[config.mk]
export PLATFORM = sky130hd
export DESIGN_NAME = snhc_host
export DESIGN_NICKNAME = d
export VERILOG_FILES = /design/src/design/snhc_pkg.sv /design/src/design/snhc_stream_if.sv /design/src/design/snhc_fifo.sv /design/src/design/snhc_host.sv
export SDC_FILE = /design/constraint.sdc
export NUM_CORES = 1
export LEC_CHECK = 0
export BUFFER_PORTS_ARGS = -buffer_cell sky130_fd_sc_hd__buf_2
export CAP_MARGIN = 0
export CORE_ASPECT_RATIO = 1.2
export CORE_MARGIN = 2
export CORE_UTILIZATION = 45
export DETAILED_ROUTE_END_ITERATION = 8
export PLACE_DENSITY = 0.68
export SLEW_MARGIN = 20
export SYNTH_ARGS = -nofsm -noshare
export SYNTH_HDL_FRONTEND = slang
export SYNTH_SLANG_ARGS = --single-unit
[constraint.sdc]
create_clock -name mclk -period 4.1 [get_ports mclk]
set_input_delay 0.82 -clock mclk [delete_from_list [all_inputs] [get_ports mclk]]
set_output_delay 0.82 -clock mclk [all_outputs]
set_load 0.01 [all_outputs]
[src/design/snhc_pkg.sv]
package snhc_pkg;

    // =====================================================================
    // host operation codes
    typedef enum logic [2:0]
    {
        SNHC_OP_CMD   = 3'b000,
        SNHC_OP_ADDR  = 3'b001,
        SNHC_OP_WRITE = 3'b010,
        SNHC_OP_READ  = 3'b011,
        SNHC_OP_WAIT  = 3'b100
    } snhc_op_t;

    // =====================================================================
    // pin timing
    localparam int SNHC_CLK_MHZ        = 100;
    localparam int SNHC_STROBE_LOW_NS  = 30;
    localparam int SNHC_STROBE_HIGH_NS = 20;
    localparam int SNHC_SETUP_NS       = 10;
    localparam int SNHC_RECOVERY_US    = 10;
    localparam int SNHC_STROBE_LOW_CYC  = (SNHC_STROBE_LOW_NS * SNHC_CLK_MHZ + 999) / 1000;
    localparam int SNHC_STROBE_HIGH_CYC = (SNHC_STROBE_HIGH_NS * SNHC_CLK_MHZ + 999) / 1000;
    localparam int SNHC_SETUP_CYC       = (SNHC_SETUP_NS * SNHC_CLK_MHZ + 999) / 1000;
    localparam int SNHC_RECOVERY_CYC    = SNHC_RECOVERY_US * SNHC_CLK_MHZ;
    localparam int SNHC_CNT_W           = 16;

    // =====================================================================
    // array organisation and addressing
    localparam int SNHC_PAGES_PER_BLOCK = 32;
    localparam int SNHC_HALF_PAGE_BYTES = 256;
    localparam int SNHC_SPARE_BYTES     = 16;
    localparam int SNHC_MAIN_WORDS      = 256;
    localparam int SNHC_SPARE_WORDS     = 8;
    localparam int SNHC_ADDR_CYCLES     = 4;
    localparam int SNHC_MIN_BLOCKS_512M = 4016;
    localparam int SNHC_MIN_BLOCKS_1G   = 8032;
    localparam int SNHC_BYTE_W          = 8;
    localparam int SNHC_WORD_W          = 16;

endpackage : snhc_pkg

[src/design/snhc_stream_if.sv]
`timescale 1ns/1ps
`default_nettype none

interface snhc_stream_if #(parameter int W = 16);
    logic         valid;
    logic         ready;
    logic [W-1:0] data;

    modport src (output valid, output data, input ready);
    modport snk (input valid, input data, output ready);
endinterface : snhc_stream_if

`default_nettype wire

[src/design/snhc_fifo.sv]
`timescale 1ns/1ps
`default_nettype none

module snhc_fifo #(
    parameter int WIDTH = 16,
    parameter int DEPTH = 16
) (
    input  wire logic  mclk,
    input  wire logic  sys_rst,
    snhc_stream_if.snk in_s,
    snhc_stream_if.src out_s
);
    localparam int AW = $clog2(DEPTH);

    typedef struct packed {
        logic [AW-1:0] wr;
        logic [AW-1:0] rd;
        logic [AW:0]   cnt;
    } snhc_fifo_st_t;

    snhc_fifo_st_t          s_q;
    snhc_fifo_st_t          s_d;
    logic [WIDTH-1:0]       mem [DEPTH];
    logic                   push;
    logic                   pop;

    assign in_s.ready  = (s_q.cnt != (AW+1)'(DEPTH));
    assign out_s.valid = (s_q.cnt != '0);
    assign out_s.data  = mem[s_q.rd];
    assign push        = in_s.valid && in_s.ready;
    assign pop         = out_s.valid && out_s.ready;

    always_comb
    begin
        s_d = s_q;
        if (push)
        begin
            s_d.wr = (s_q.wr == AW'(DEPTH-1)) ? '0 : s_q.wr + 1'b1;
        end
        if (pop)
        begin
            s_d.rd = (s_q.rd == AW'(DEPTH-1)) ? '0 : s_q.rd + 1'b1;
        end
        s_d.cnt = s_q.cnt + (AW+1)'(push) - (AW+1)'(pop);
    end

    always_ff @(posedge mclk or posedge sys_rst)
    begin
        if (sys_rst)
        begin
            s_q <= '0;
        end
        else
        begin
            s_q <= s_d;
        end
    end

    // storage holds no reset: only valid entries are ever read
    always_ff @(posedge mclk)
    begin
        if (push)
        begin
            mem[s_q.wr] <= in_s.data;
        end
    end
endmodule : snhc_fifo

`default_nettype wire

[src/design/snhc_host.sv]
`timescale 1ns/1ps
`default_nettype none

module snhc_host
    import snhc_pkg::*;
#(
    parameter int BUS_W         = SNHC_WORD_W,
    parameter int FIFO_DEPTH    = 16,
    parameter int RECOVERY_CYC  = SNHC_RECOVERY_CYC,
    parameter bit KEEP_SELECT_ON_READ = 1'b1
) (
    input  wire logic             mclk,
    input  wire logic             sys_rst,
    input  wire logic             op_valid,
    output logic                  op_ready,
    input  wire snhc_op_t         op_code,
    input  wire logic [BUS_W-1:0] op_data,
    input  wire logic             write_enable_prog,
    output logic                  rd_valid,
    input  wire logic             rd_ready,
    output logic [BUS_W-1:0]      rd_data,
    output logic                  ready_state,
    output logic                  chip_sel_n,
    output logic                  command_strobe,
    output logic                  address_latch_strobe,
    output logic                  write_n,
    output logic                  read_n,
    output logic                  write_protect_n,
    output logic [BUS_W-1:0]      io_out,
    output logic [BUS_W-1:0]      io_oe,
    input  wire logic [BUS_W-1:0] io_in,
    input  wire logic             busy_n_open_drain
);
    // =====================================================================
    // state
    typedef enum logic [2:0]
    {
        SNHC_S_RECOVER = 3'b000,
        SNHC_S_IDLE    = 3'b001,
        SNHC_S_SETUP   = 3'b010,
        SNHC_S_LOW     = 3'b011,
        SNHC_S_HIGH    = 3'b100,
        SNHC_S_WAIT    = 3'b101
    } snhc_state_t;

    typedef struct packed {
        snhc_state_t       st;
        snhc_op_t          op;
        logic [SNHC_CNT_W-1:0] cnt;
        logic [BUS_W-1:0]  dout;
        logic [2:0]        bsync;
        logic              busy_seen;
        logic              ce_n;
        logic              cle;
        logic              ale;
        logic              we_n;
        logic              re_n;
        logic              wp_n;
        logic [BUS_W-1:0]  oe;
        logic              op_rdy;
        logic              rdy_state;
        logic              cap_valid;
        logic [BUS_W-1:0]  cap_data;
    } snhc_host_st_t;

    snhc_host_st_t s_q;
    snhc_host_st_t s_d;

    snhc_stream_if #(.W(BUS_W)) cap_s ();
    snhc_stream_if #(.W(BUS_W)) out_s ();

    assign cap_s.valid = s_q.cap_valid;
    assign cap_s.data  = s_q.cap_data;

    snhc_fifo #(.WIDTH(BUS_W), .DEPTH(FIFO_DEPTH)) u_rx_fifo (
        .mclk    (mclk),
        .sys_rst (sys_rst),
        .in_s    (cap_s),
        .out_s   (out_s)
    );

    // output register stage for the read stream
    logic             rv_q;
    logic [BUS_W-1:0] rdat_q;
    assign out_s.ready = !rv_q || rd_ready;

    always_ff @(posedge mclk or posedge sys_rst)
    begin
        if (sys_rst)
        begin
            rv_q   <= 1'b0;
            rdat_q <= '0;
        end
        else if (out_s.ready)
        begin
            rv_q   <= out_s.valid;
            rdat_q <= out_s.data;
        end
    end

    // =====================================================================
    // helpers
    function automatic logic [BUS_W-1:0] snhc_lane_oe(input snhc_op_t op);
        // commands and addresses only drive the low byte lanes
        if (op == SNHC_OP_WRITE)
        begin
            snhc_lane_oe = '1;
        end
        else
        begin
            snhc_lane_oe = BUS_W'({SNHC_BYTE_W{1'b1}});
        end
    endfunction : snhc_lane_oe

    logic busy_now;
    // a change counts once stages two and three agree
    assign busy_now = (s_q.bsync[2:1] == 2'b00) ? 1'b1 :
                      (s_q.bsync[2:1] == 2'b11) ? 1'b0 : s_q.busy_seen;

    always_comb
    begin
        s_d           = s_q;
        s_d.bsync     = {s_q.bsync[1:0], busy_n_open_drain};
        s_d.busy_seen = busy_now;
        s_d.cap_valid = 1'b0;
        if (s_q.cap_valid && !cap_s.ready)
        begin
            s_d.cap_valid = 1'b1;
        end
        case (s_q.st)
            SNHC_S_RECOVER:
            begin
                // strobe and protect quiet while the device recovers
                s_d.we_n = 1'b1;
                s_d.wp_n = 1'b0;
                if (s_q.cnt == SNHC_CNT_W'(RECOVERY_CYC - 1))
                begin
                    s_d.cnt = '0;
                    s_d.st  = SNHC_S_WAIT;
                    s_d.op  = SNHC_OP_WAIT;
                end
                else
                begin
                    s_d.cnt = s_q.cnt + 1'b1;
                end
            end
            SNHC_S_IDLE:
            begin
                s_d.wp_n = write_enable_prog;
                if (op_valid && s_q.op_rdy)
                begin
                    s_d.op_rdy = 1'b0;
                    s_d.op     = op_code;
                    s_d.cnt    = '0;
                    s_d.ce_n   = 1'b0;
                    s_d.cle    = (op_code == SNHC_OP_CMD);
                    s_d.ale    = (op_code == SNHC_OP_ADDR);
                    s_d.dout   = op_data;
                    s_d.oe     = (op_code == SNHC_OP_READ || op_code == SNHC_OP_WAIT) ? '0 :
                                 snhc_lane_oe(op_code);
                    s_d.st     = (op_code == SNHC_OP_WAIT) ? SNHC_S_WAIT : SNHC_S_SETUP;
                end
            end
            SNHC_S_SETUP:
            begin
                if (s_q.cnt == SNHC_CNT_W'(SNHC_SETUP_CYC - 1))
                begin
                    s_d.cnt = '0;
                    s_d.st  = SNHC_S_LOW;
                    if (s_q.op == SNHC_OP_READ)
                    begin
                        s_d.re_n = 1'b0;
                    end
                    else
                    begin
                        s_d.we_n = 1'b0;
                    end
                end
                else
                begin
                    s_d.cnt = s_q.cnt + 1'b1;
                end
            end
            SNHC_S_LOW:
            begin
                if (s_q.cnt == SNHC_CNT_W'(SNHC_STROBE_LOW_CYC - 1))
                begin
                    s_d.cnt  = '0;
                    s_d.st   = SNHC_S_HIGH;
                    s_d.we_n = 1'b1;
                    s_d.re_n = 1'b1;
                    if (s_q.op == SNHC_OP_READ)
                    begin
                        // one word per read pulse, sampled as read_n returns high
                        s_d.cap_valid = 1'b1;
                        s_d.cap_data  = io_in;
                    end
                end
                else
                begin
                    s_d.cnt = s_q.cnt + 1'b1;
                end
            end
            SNHC_S_HIGH:
            begin
                if (s_q.cnt == SNHC_CNT_W'(SNHC_STROBE_HIGH_CYC - 1))
                begin
                    s_d.cnt    = '0;
                    s_d.cle    = 1'b0;
                    s_d.ale    = 1'b0;
                    s_d.oe     = '0;
                    s_d.st     = SNHC_S_IDLE;
                    s_d.op_rdy = cap_s.ready;
                end
                else
                begin
                    s_d.cnt = s_q.cnt + 1'b1;
                end
            end
            SNHC_S_WAIT:
            begin
                // select may drop during read busy only if the device allows it
                s_d.ce_n = KEEP_SELECT_ON_READ ? 1'b0 : 1'b1;
                if (s_q.cnt != SNHC_CNT_W'(SNHC_STROBE_HIGH_CYC + 3))
                begin
                    s_d.cnt = s_q.cnt + 1'b1;
                end
                else if (!busy_now)
                begin
                    s_d.cnt       = '0;
                    s_d.rdy_state = 1'b1;
                    s_d.st        = SNHC_S_IDLE;
                    s_d.op_rdy    = 1'b1;
                end
            end
            default:
            begin
                s_d.st = SNHC_S_IDLE;
            end
        endcase
        // a shared line can be pulled low by any device at any time, so track it
        s_d.rdy_state = (s_q.st == SNHC_S_RECOVER) ? 1'b0 : !busy_now;
        if (s_d.op_rdy && !cap_s.ready)
        begin
            s_d.op_rdy = 1'b0;
        end
        else if (s_q.st == SNHC_S_IDLE && !s_q.op_rdy && cap_s.ready)
        begin
            s_d.op_rdy = 1'b1;
        end
    end

    always_ff @(posedge mclk or posedge sys_rst)
    begin
        if (sys_rst)
        begin
            s_q      <= '0;
            s_q.st   <= SNHC_S_RECOVER;
            s_q.op   <= SNHC_OP_WAIT;
            s_q.bsync <= 3'b000;
            s_q.busy_seen <= 1'b1;
            s_q.ce_n <= 1'b1;
            s_q.we_n <= 1'b1;
            s_q.re_n <= 1'b1;
        end
        else
        begin
            s_q <= s_d;
        end
    end

    // =====================================================================
    // outputs
    assign op_ready             = s_q.op_rdy;
    assign ready_state          = s_q.rdy_state;
    assign chip_sel_n           = s_q.ce_n;
    assign command_strobe       = s_q.cle;
    assign address_latch_strobe = s_q.ale;
    assign write_n              = s_q.we_n;
    assign read_n               = s_q.re_n;
    assign write_protect_n      = s_q.wp_n;
    assign io_out               = s_q.dout;
    assign io_oe                = s_q.oe;
    assign rd_valid             = rv_q;
    assign rd_data              = rdat_q;
endmodule : snhc_host

`default_nettype wire

## After elaboration in Yosys (flattened, before gate mapping)

Memory sizes are Yosys's and may differ from the RTL's. A register that Yosys moved wholly into a read port is not among the register bits.
Index checks and enable logic that the tools add are counted.

- Add/sub/neg operators: 5
- Multiplexer cells: 49
- Eq/ne operators: 28
- Reduce and logical (&&, ||, !) cells: 33

Operators with widths:

| kind | count |
|---|---|
| $mux W16 | 8 |
| $pmux W16 S6 | 1 |
| $mux W17 | 5 |
| $mux W38 | 1 |
| $pmux W16 S2 | 1 |
| $mux W3 | 7 |
| $ne A2 B2 Y1 const B | 9 |
| $pmux W3 S6 | 1 |
| $add A16 B1 Y16 const B | 1 |
| $eq A16 B1 Y1 const B | 1 |
| $eq A16 B10 Y1 const B | 1 |
| $eq A16 B2 Y1 const B | 1 |
| $logic_not A16 Y1 | 1 |
| $ne A16 B3 Y1 const B | 1 |
| $eq A3 B2 Y1 const B | 5 |
| $reduce_and A3 Y1 | 4 |
| $mux W1 | 10 |
| $mux W2 | 5 |
| $eq A3 B3 Y1 const B | 3 |
| $add A4 B1 Y4 const B | 2 |
| $eq A4 B4 Y1 const B | 2 |
| $mux W4 | 2 |
| $reduce_and A4 Y1 | 2 |
| $reduce_bool A2 Y1 | 4 |
| 21 further kinds | 37 |

- Bits of input ports: 41
- Memories kept: 1
- RAM bits: 256
- Logic and storage cells: 137
- Register bits: 97

Memories:

| memory | words | width | read ports | clocked after Yosys merged registers in | wr ports | RTL line | RTL |
|---|---|---|---|---|---|---|---|
| u_rx_fifo.mem | 16 | 16 | 1 | 1 | 1 | snhc_fifo.sv:23 | `logic [WIDTH-1:0] mem [DEPTH];` |

## Depth between registers and ports, before layout

- Depth after elaboration: 8
- Depth in mapped cells: 12
- Gate-level depth less buffers: 12

## By module

From an unflattened synthesis, not the netlist that was laid out.

- Cells, all modules: 843
- Area, all modules: 14,579.0 µm²

By module, submodules not included:

| module | sequential area each (µm²) | cells each | area an instance (µm²) | times used |
|---|---|---|---|---|
| snhc_fifo | 8,012.7 | 486 | 10,472.5 | 1 |
| snhc_host | 2,158.3 | 357 | 4,106.4 | 1 |

## Worst setup path after synthesis

OpenSTA, ideal clock, no wires.

- Kind: flip-flop to flip-flop
- Start point: reg u_rx_fifo.s_q[2] in the netlist's numbering
- End point: mem u_rx_fifo.mem[7][0], enable pin
- Cell stages (with the launch flop): 6
- Data required time: 3.687 ns
- Setup slack: 1.261 ns
- Data arrival time: 2.426 ns
- Library setup time: 0.413 ns
- Buffers on the path: 0
- Period minus slack after synthesis: 2.839 ns
- Path through: dfrtp_1 inv_1 ha_1 a31oi_1 nand2_1 nor3b_1

- Longest elaborated chain between the ends: 4

RTL lines:

| element | RTL line | RTL |
|---|---|---|
| from (decl) | snhc_fifo.sv:21 | `snhc_fifo_st_t s_q;` |
| from (signal assigned) | snhc_fifo.sv:51 | `s_q <= '0;` |
| from (signal assigned) | snhc_fifo.sv:55 | `s_q <= s_d;` |
| $ne A5 B5 Y1 | snhc_fifo.sv:27 | `assign in_s.ready = (s_q.cnt != (AW+1)'(DEPTH));` |
| $logic_and A1 B1 Y1 | snhc_fifo.sv:30 | `assign push = in_s.valid && in_s.ready;` |
| $mux W1 | snhc_fifo.sv:62 | `if (push)` |
| $mux W1 (not written as such) | snhc_fifo.sv:64 | `mem[s_q.wr] <= in_s.data;` |
| to (decl) | snhc_fifo.sv:23 |  |

Every way passes these cells.

==> metrics <==
number of port buffers=97; Max clock buf depth=3; htree depth=2; post-placement setup slack=1.23 ns; Setup Skew=roughly 0.021 ns; status=finished clean; largest family of logic cells by synthesized area=multiplexers; multi-input logic area=between 0.003 and 0.004 mm2; share of Yosys cell area claimed by the top area cell type=between 50% and 60%; Post-CTS Resized=0; first-pass GRT wire length=about 46000 um; RSZ-0062 raised after global routing=false; final WL=29800 um; DRC=0; Tightest Pin Transition=about 1.2 ns; worst skew pair latency=~0.53 ns; Root Driver=clkbuf_16; Clock Sinks=around 360; CP max stage delay=~0.5 ns; Compound-Gate Fraction of Synth Area=under 10%; Synth Area per Inst=17.5 um2; Fmax=approximately 0.34 GHz; critical path peak fanout=6; WL per Instance=roughly 22 um; core footprint=0.0321 mm2; EDFF count, synth=between 200 and 300; Tot GR Track Use=around 18%; syn nets=~900; pin count of the biggest net entering global routing=a little over 60; initial core utilization=45.4%; critical path's most frequent cell=ha_1; Crit. End Element=flop; full die area=0.0338 mm2; asr flop ratio synth=27.9%; Critical Path AT=around 3.4 ns; Sequential cell area=0.0102 mm2; IO Pins=just under 100; mapped cell area=0.0145 mm2; Total Neg Setup Slack=0 ns; Die Wd=about 170 um; Post-Layout Inst Area=0.0166 mm2; Post-CTS Setup Bufs=0; Final Worst Setup Slack=approximately 1.2 ns; antenna cells=0; Post-DP Area=0.0154 mm2; grt ovf=0; max_slew headroom=a little under a quarter; CTS buffer count=37; Pre-antenna DRT Iters=5; min Tclk post-route=2.93 ns; Final Max Tran Viols=0; Reg2Reg Depth=12; Seq/Total Area, Yosys=between 60% and 70%; Worst Path Required=between 4 and 5 ns; Leak=about 0.0054 uW; Synth area leaders=edfxtp_1, dfrtp_1, mux4_2; number of DRC markers in iteration 0=about 560; row count=72; Synth Area in Adders=under 10%; crit path max-delay cell type=nor4b_1; count leader, synth=edfxtp_1; synthesis warning total=0; CTS Hold Bufs=0; MaxCap Viol Count=0; Synth Area in Simple Gates=6.67%; Yosys top cell by area=edfxtp_1; P&R area growth vs syn=14.2%; Yosys cell types=65; initial antenna violation count=0; post-synthesis mux area share=between 10% and 20%; Routed Antenna Nets=0; Worst Hold Class=flop to flop; Synth Instances=between 800 and 900; post-DP HPWL=about 17000 um; Cells on Worst Hold Path=0; Via density=roughly 5.7; CTS tree=yes; top_reg_cell synth=edfxtp_1; kind of critical path=flop to flop; Reg clk slew, reported paths=0.06 ns; Tcrit/Tclk final=between 70% and 80%; Final Hold Viols=0; pwr/cell area=502 mW/mm2; CP Cell Sequence=inv_1 > ha_1 > nor4b_1 > a21oi_1 > ha_1 > inv_1 > ha_1 > fa_1 > a21oi_1 > nor2_1 > nor2_1 > xnor2_1; fraction of final layout cells sized beyond drive strength 1=between 30% and 40%; die height=roughly 200 um; Seq cells post-synth=355; WHS=0.350 ns; fillcell total=around 2500; synth cell count leaders=edfxtp_1, dfrtp_1, nand2_1, mux4_2, mux2_2; peak supply drop=between 0.0003 and 0.0004 V; vias in the first global route=about 8000; placer congestion estimate=approximately 0.79; Synth Area in XOR/XNOR=0.422%; Final setup viols=0; Nets=between 900 and 1000; CP startpoint kind=flop; Vias=between 7000 and 8000
metrics by stage:
stage	instances	util, %	total power, uW
2_1_floorplan	833	-	4810
3_3_place_gp	1289	47.9	5090
3_5_place_dp	1290	48.0	5100
4_1_cts	1356	51.7	8430
5_1_grt	1357	51.8	8650
6_report	1357	51.8	8340
critical path, delay by kind of cell (launching register included):
kind,cells,cell delay (ns)
buffers and inverters,2,0.12
adders and majority gates,4,1.15
and+or+nand+nor,3,0.66
DFF,1,0.39
AOI/OAI and AO/OA,2,0.41
xor gates and xnor gates,1,0.12
where the power goes:
part	switching [uW]	internal [uW]	total [uW]
logic	421	472	893
registers	234	3870	4100
clock network	1350	1990	3350
total	2010	6330	8340
cells by family after synthesis:
group,Yosys count
mux,117
flops,355
xor+xnor,7
fa+ha+maj,16
compound gates,72
simple gates,182
buf+inv,84
final timing paths:
kind                             startpoint          endpoint  slack, ns
max                        u_rx_fifo.s_q[3]  u_rx_fifo.s_q[4]       1.17
min                                 s_d[43]           s_d[44]       0.35
min reg2reg                         s_d[43]           s_d[44]       0.35
max reg2reg                u_rx_fifo.s_q[3]  u_rx_fifo.s_q[4]       1.17
min in group asynchronous           sys_rst         io_out[6]       0.46
max in group asynchronous           sys_rst       rd_data[10]       2.89
placed cells by master (no fill, tap or decap), types with 8 or more instances in the layout:
cell / n
clkbuf_16: 38
inv_1: 16
o21ai_0: 17
dfrtp_1: 92
nand2_1: 81
ha_1: 15
mux4_2: 80
buf_2: 97
buf_4: 16
edfxtp_1: 256
nand3_1: 10
mux2_2: 35
nor2_1: 16
clkbuf_1: 8
a21oi_1: 15
state kept, by name, summed over array words and instances (netlist names):
register	flops
rd_valid	1
u_rx_fifo.mem	256
s_d	2
command_strobe	1
rd_data	16
cap_s.valid	1
cap_s.data	16
u_rx_fifo.s_q	13
write_protect_n	1
op_ready	1
address_latch_strobe	1
chip_sel_n	1
s_q	24
io_out	16
io_oe	2
write_n	1
read_n	1
ready_state	1
area by class of cell:
type	count	area share, %
repair buffers	118	4.19
clock buffers	48	6.07
inverters	17	0.399
clock inverters	18	1.24
flip-flops and latches	355	61.3
multi-input cells	394	23.8
well taps	407	3.07
routing by layer:
layer	routed length, um	global-route usage (%)
met5	0	0
met4	684	5.23
met3	1580	2.98
met2	15300	31.1
met1	12300	24.1
No activity file was read; power rests on OpenSTA's default activity.
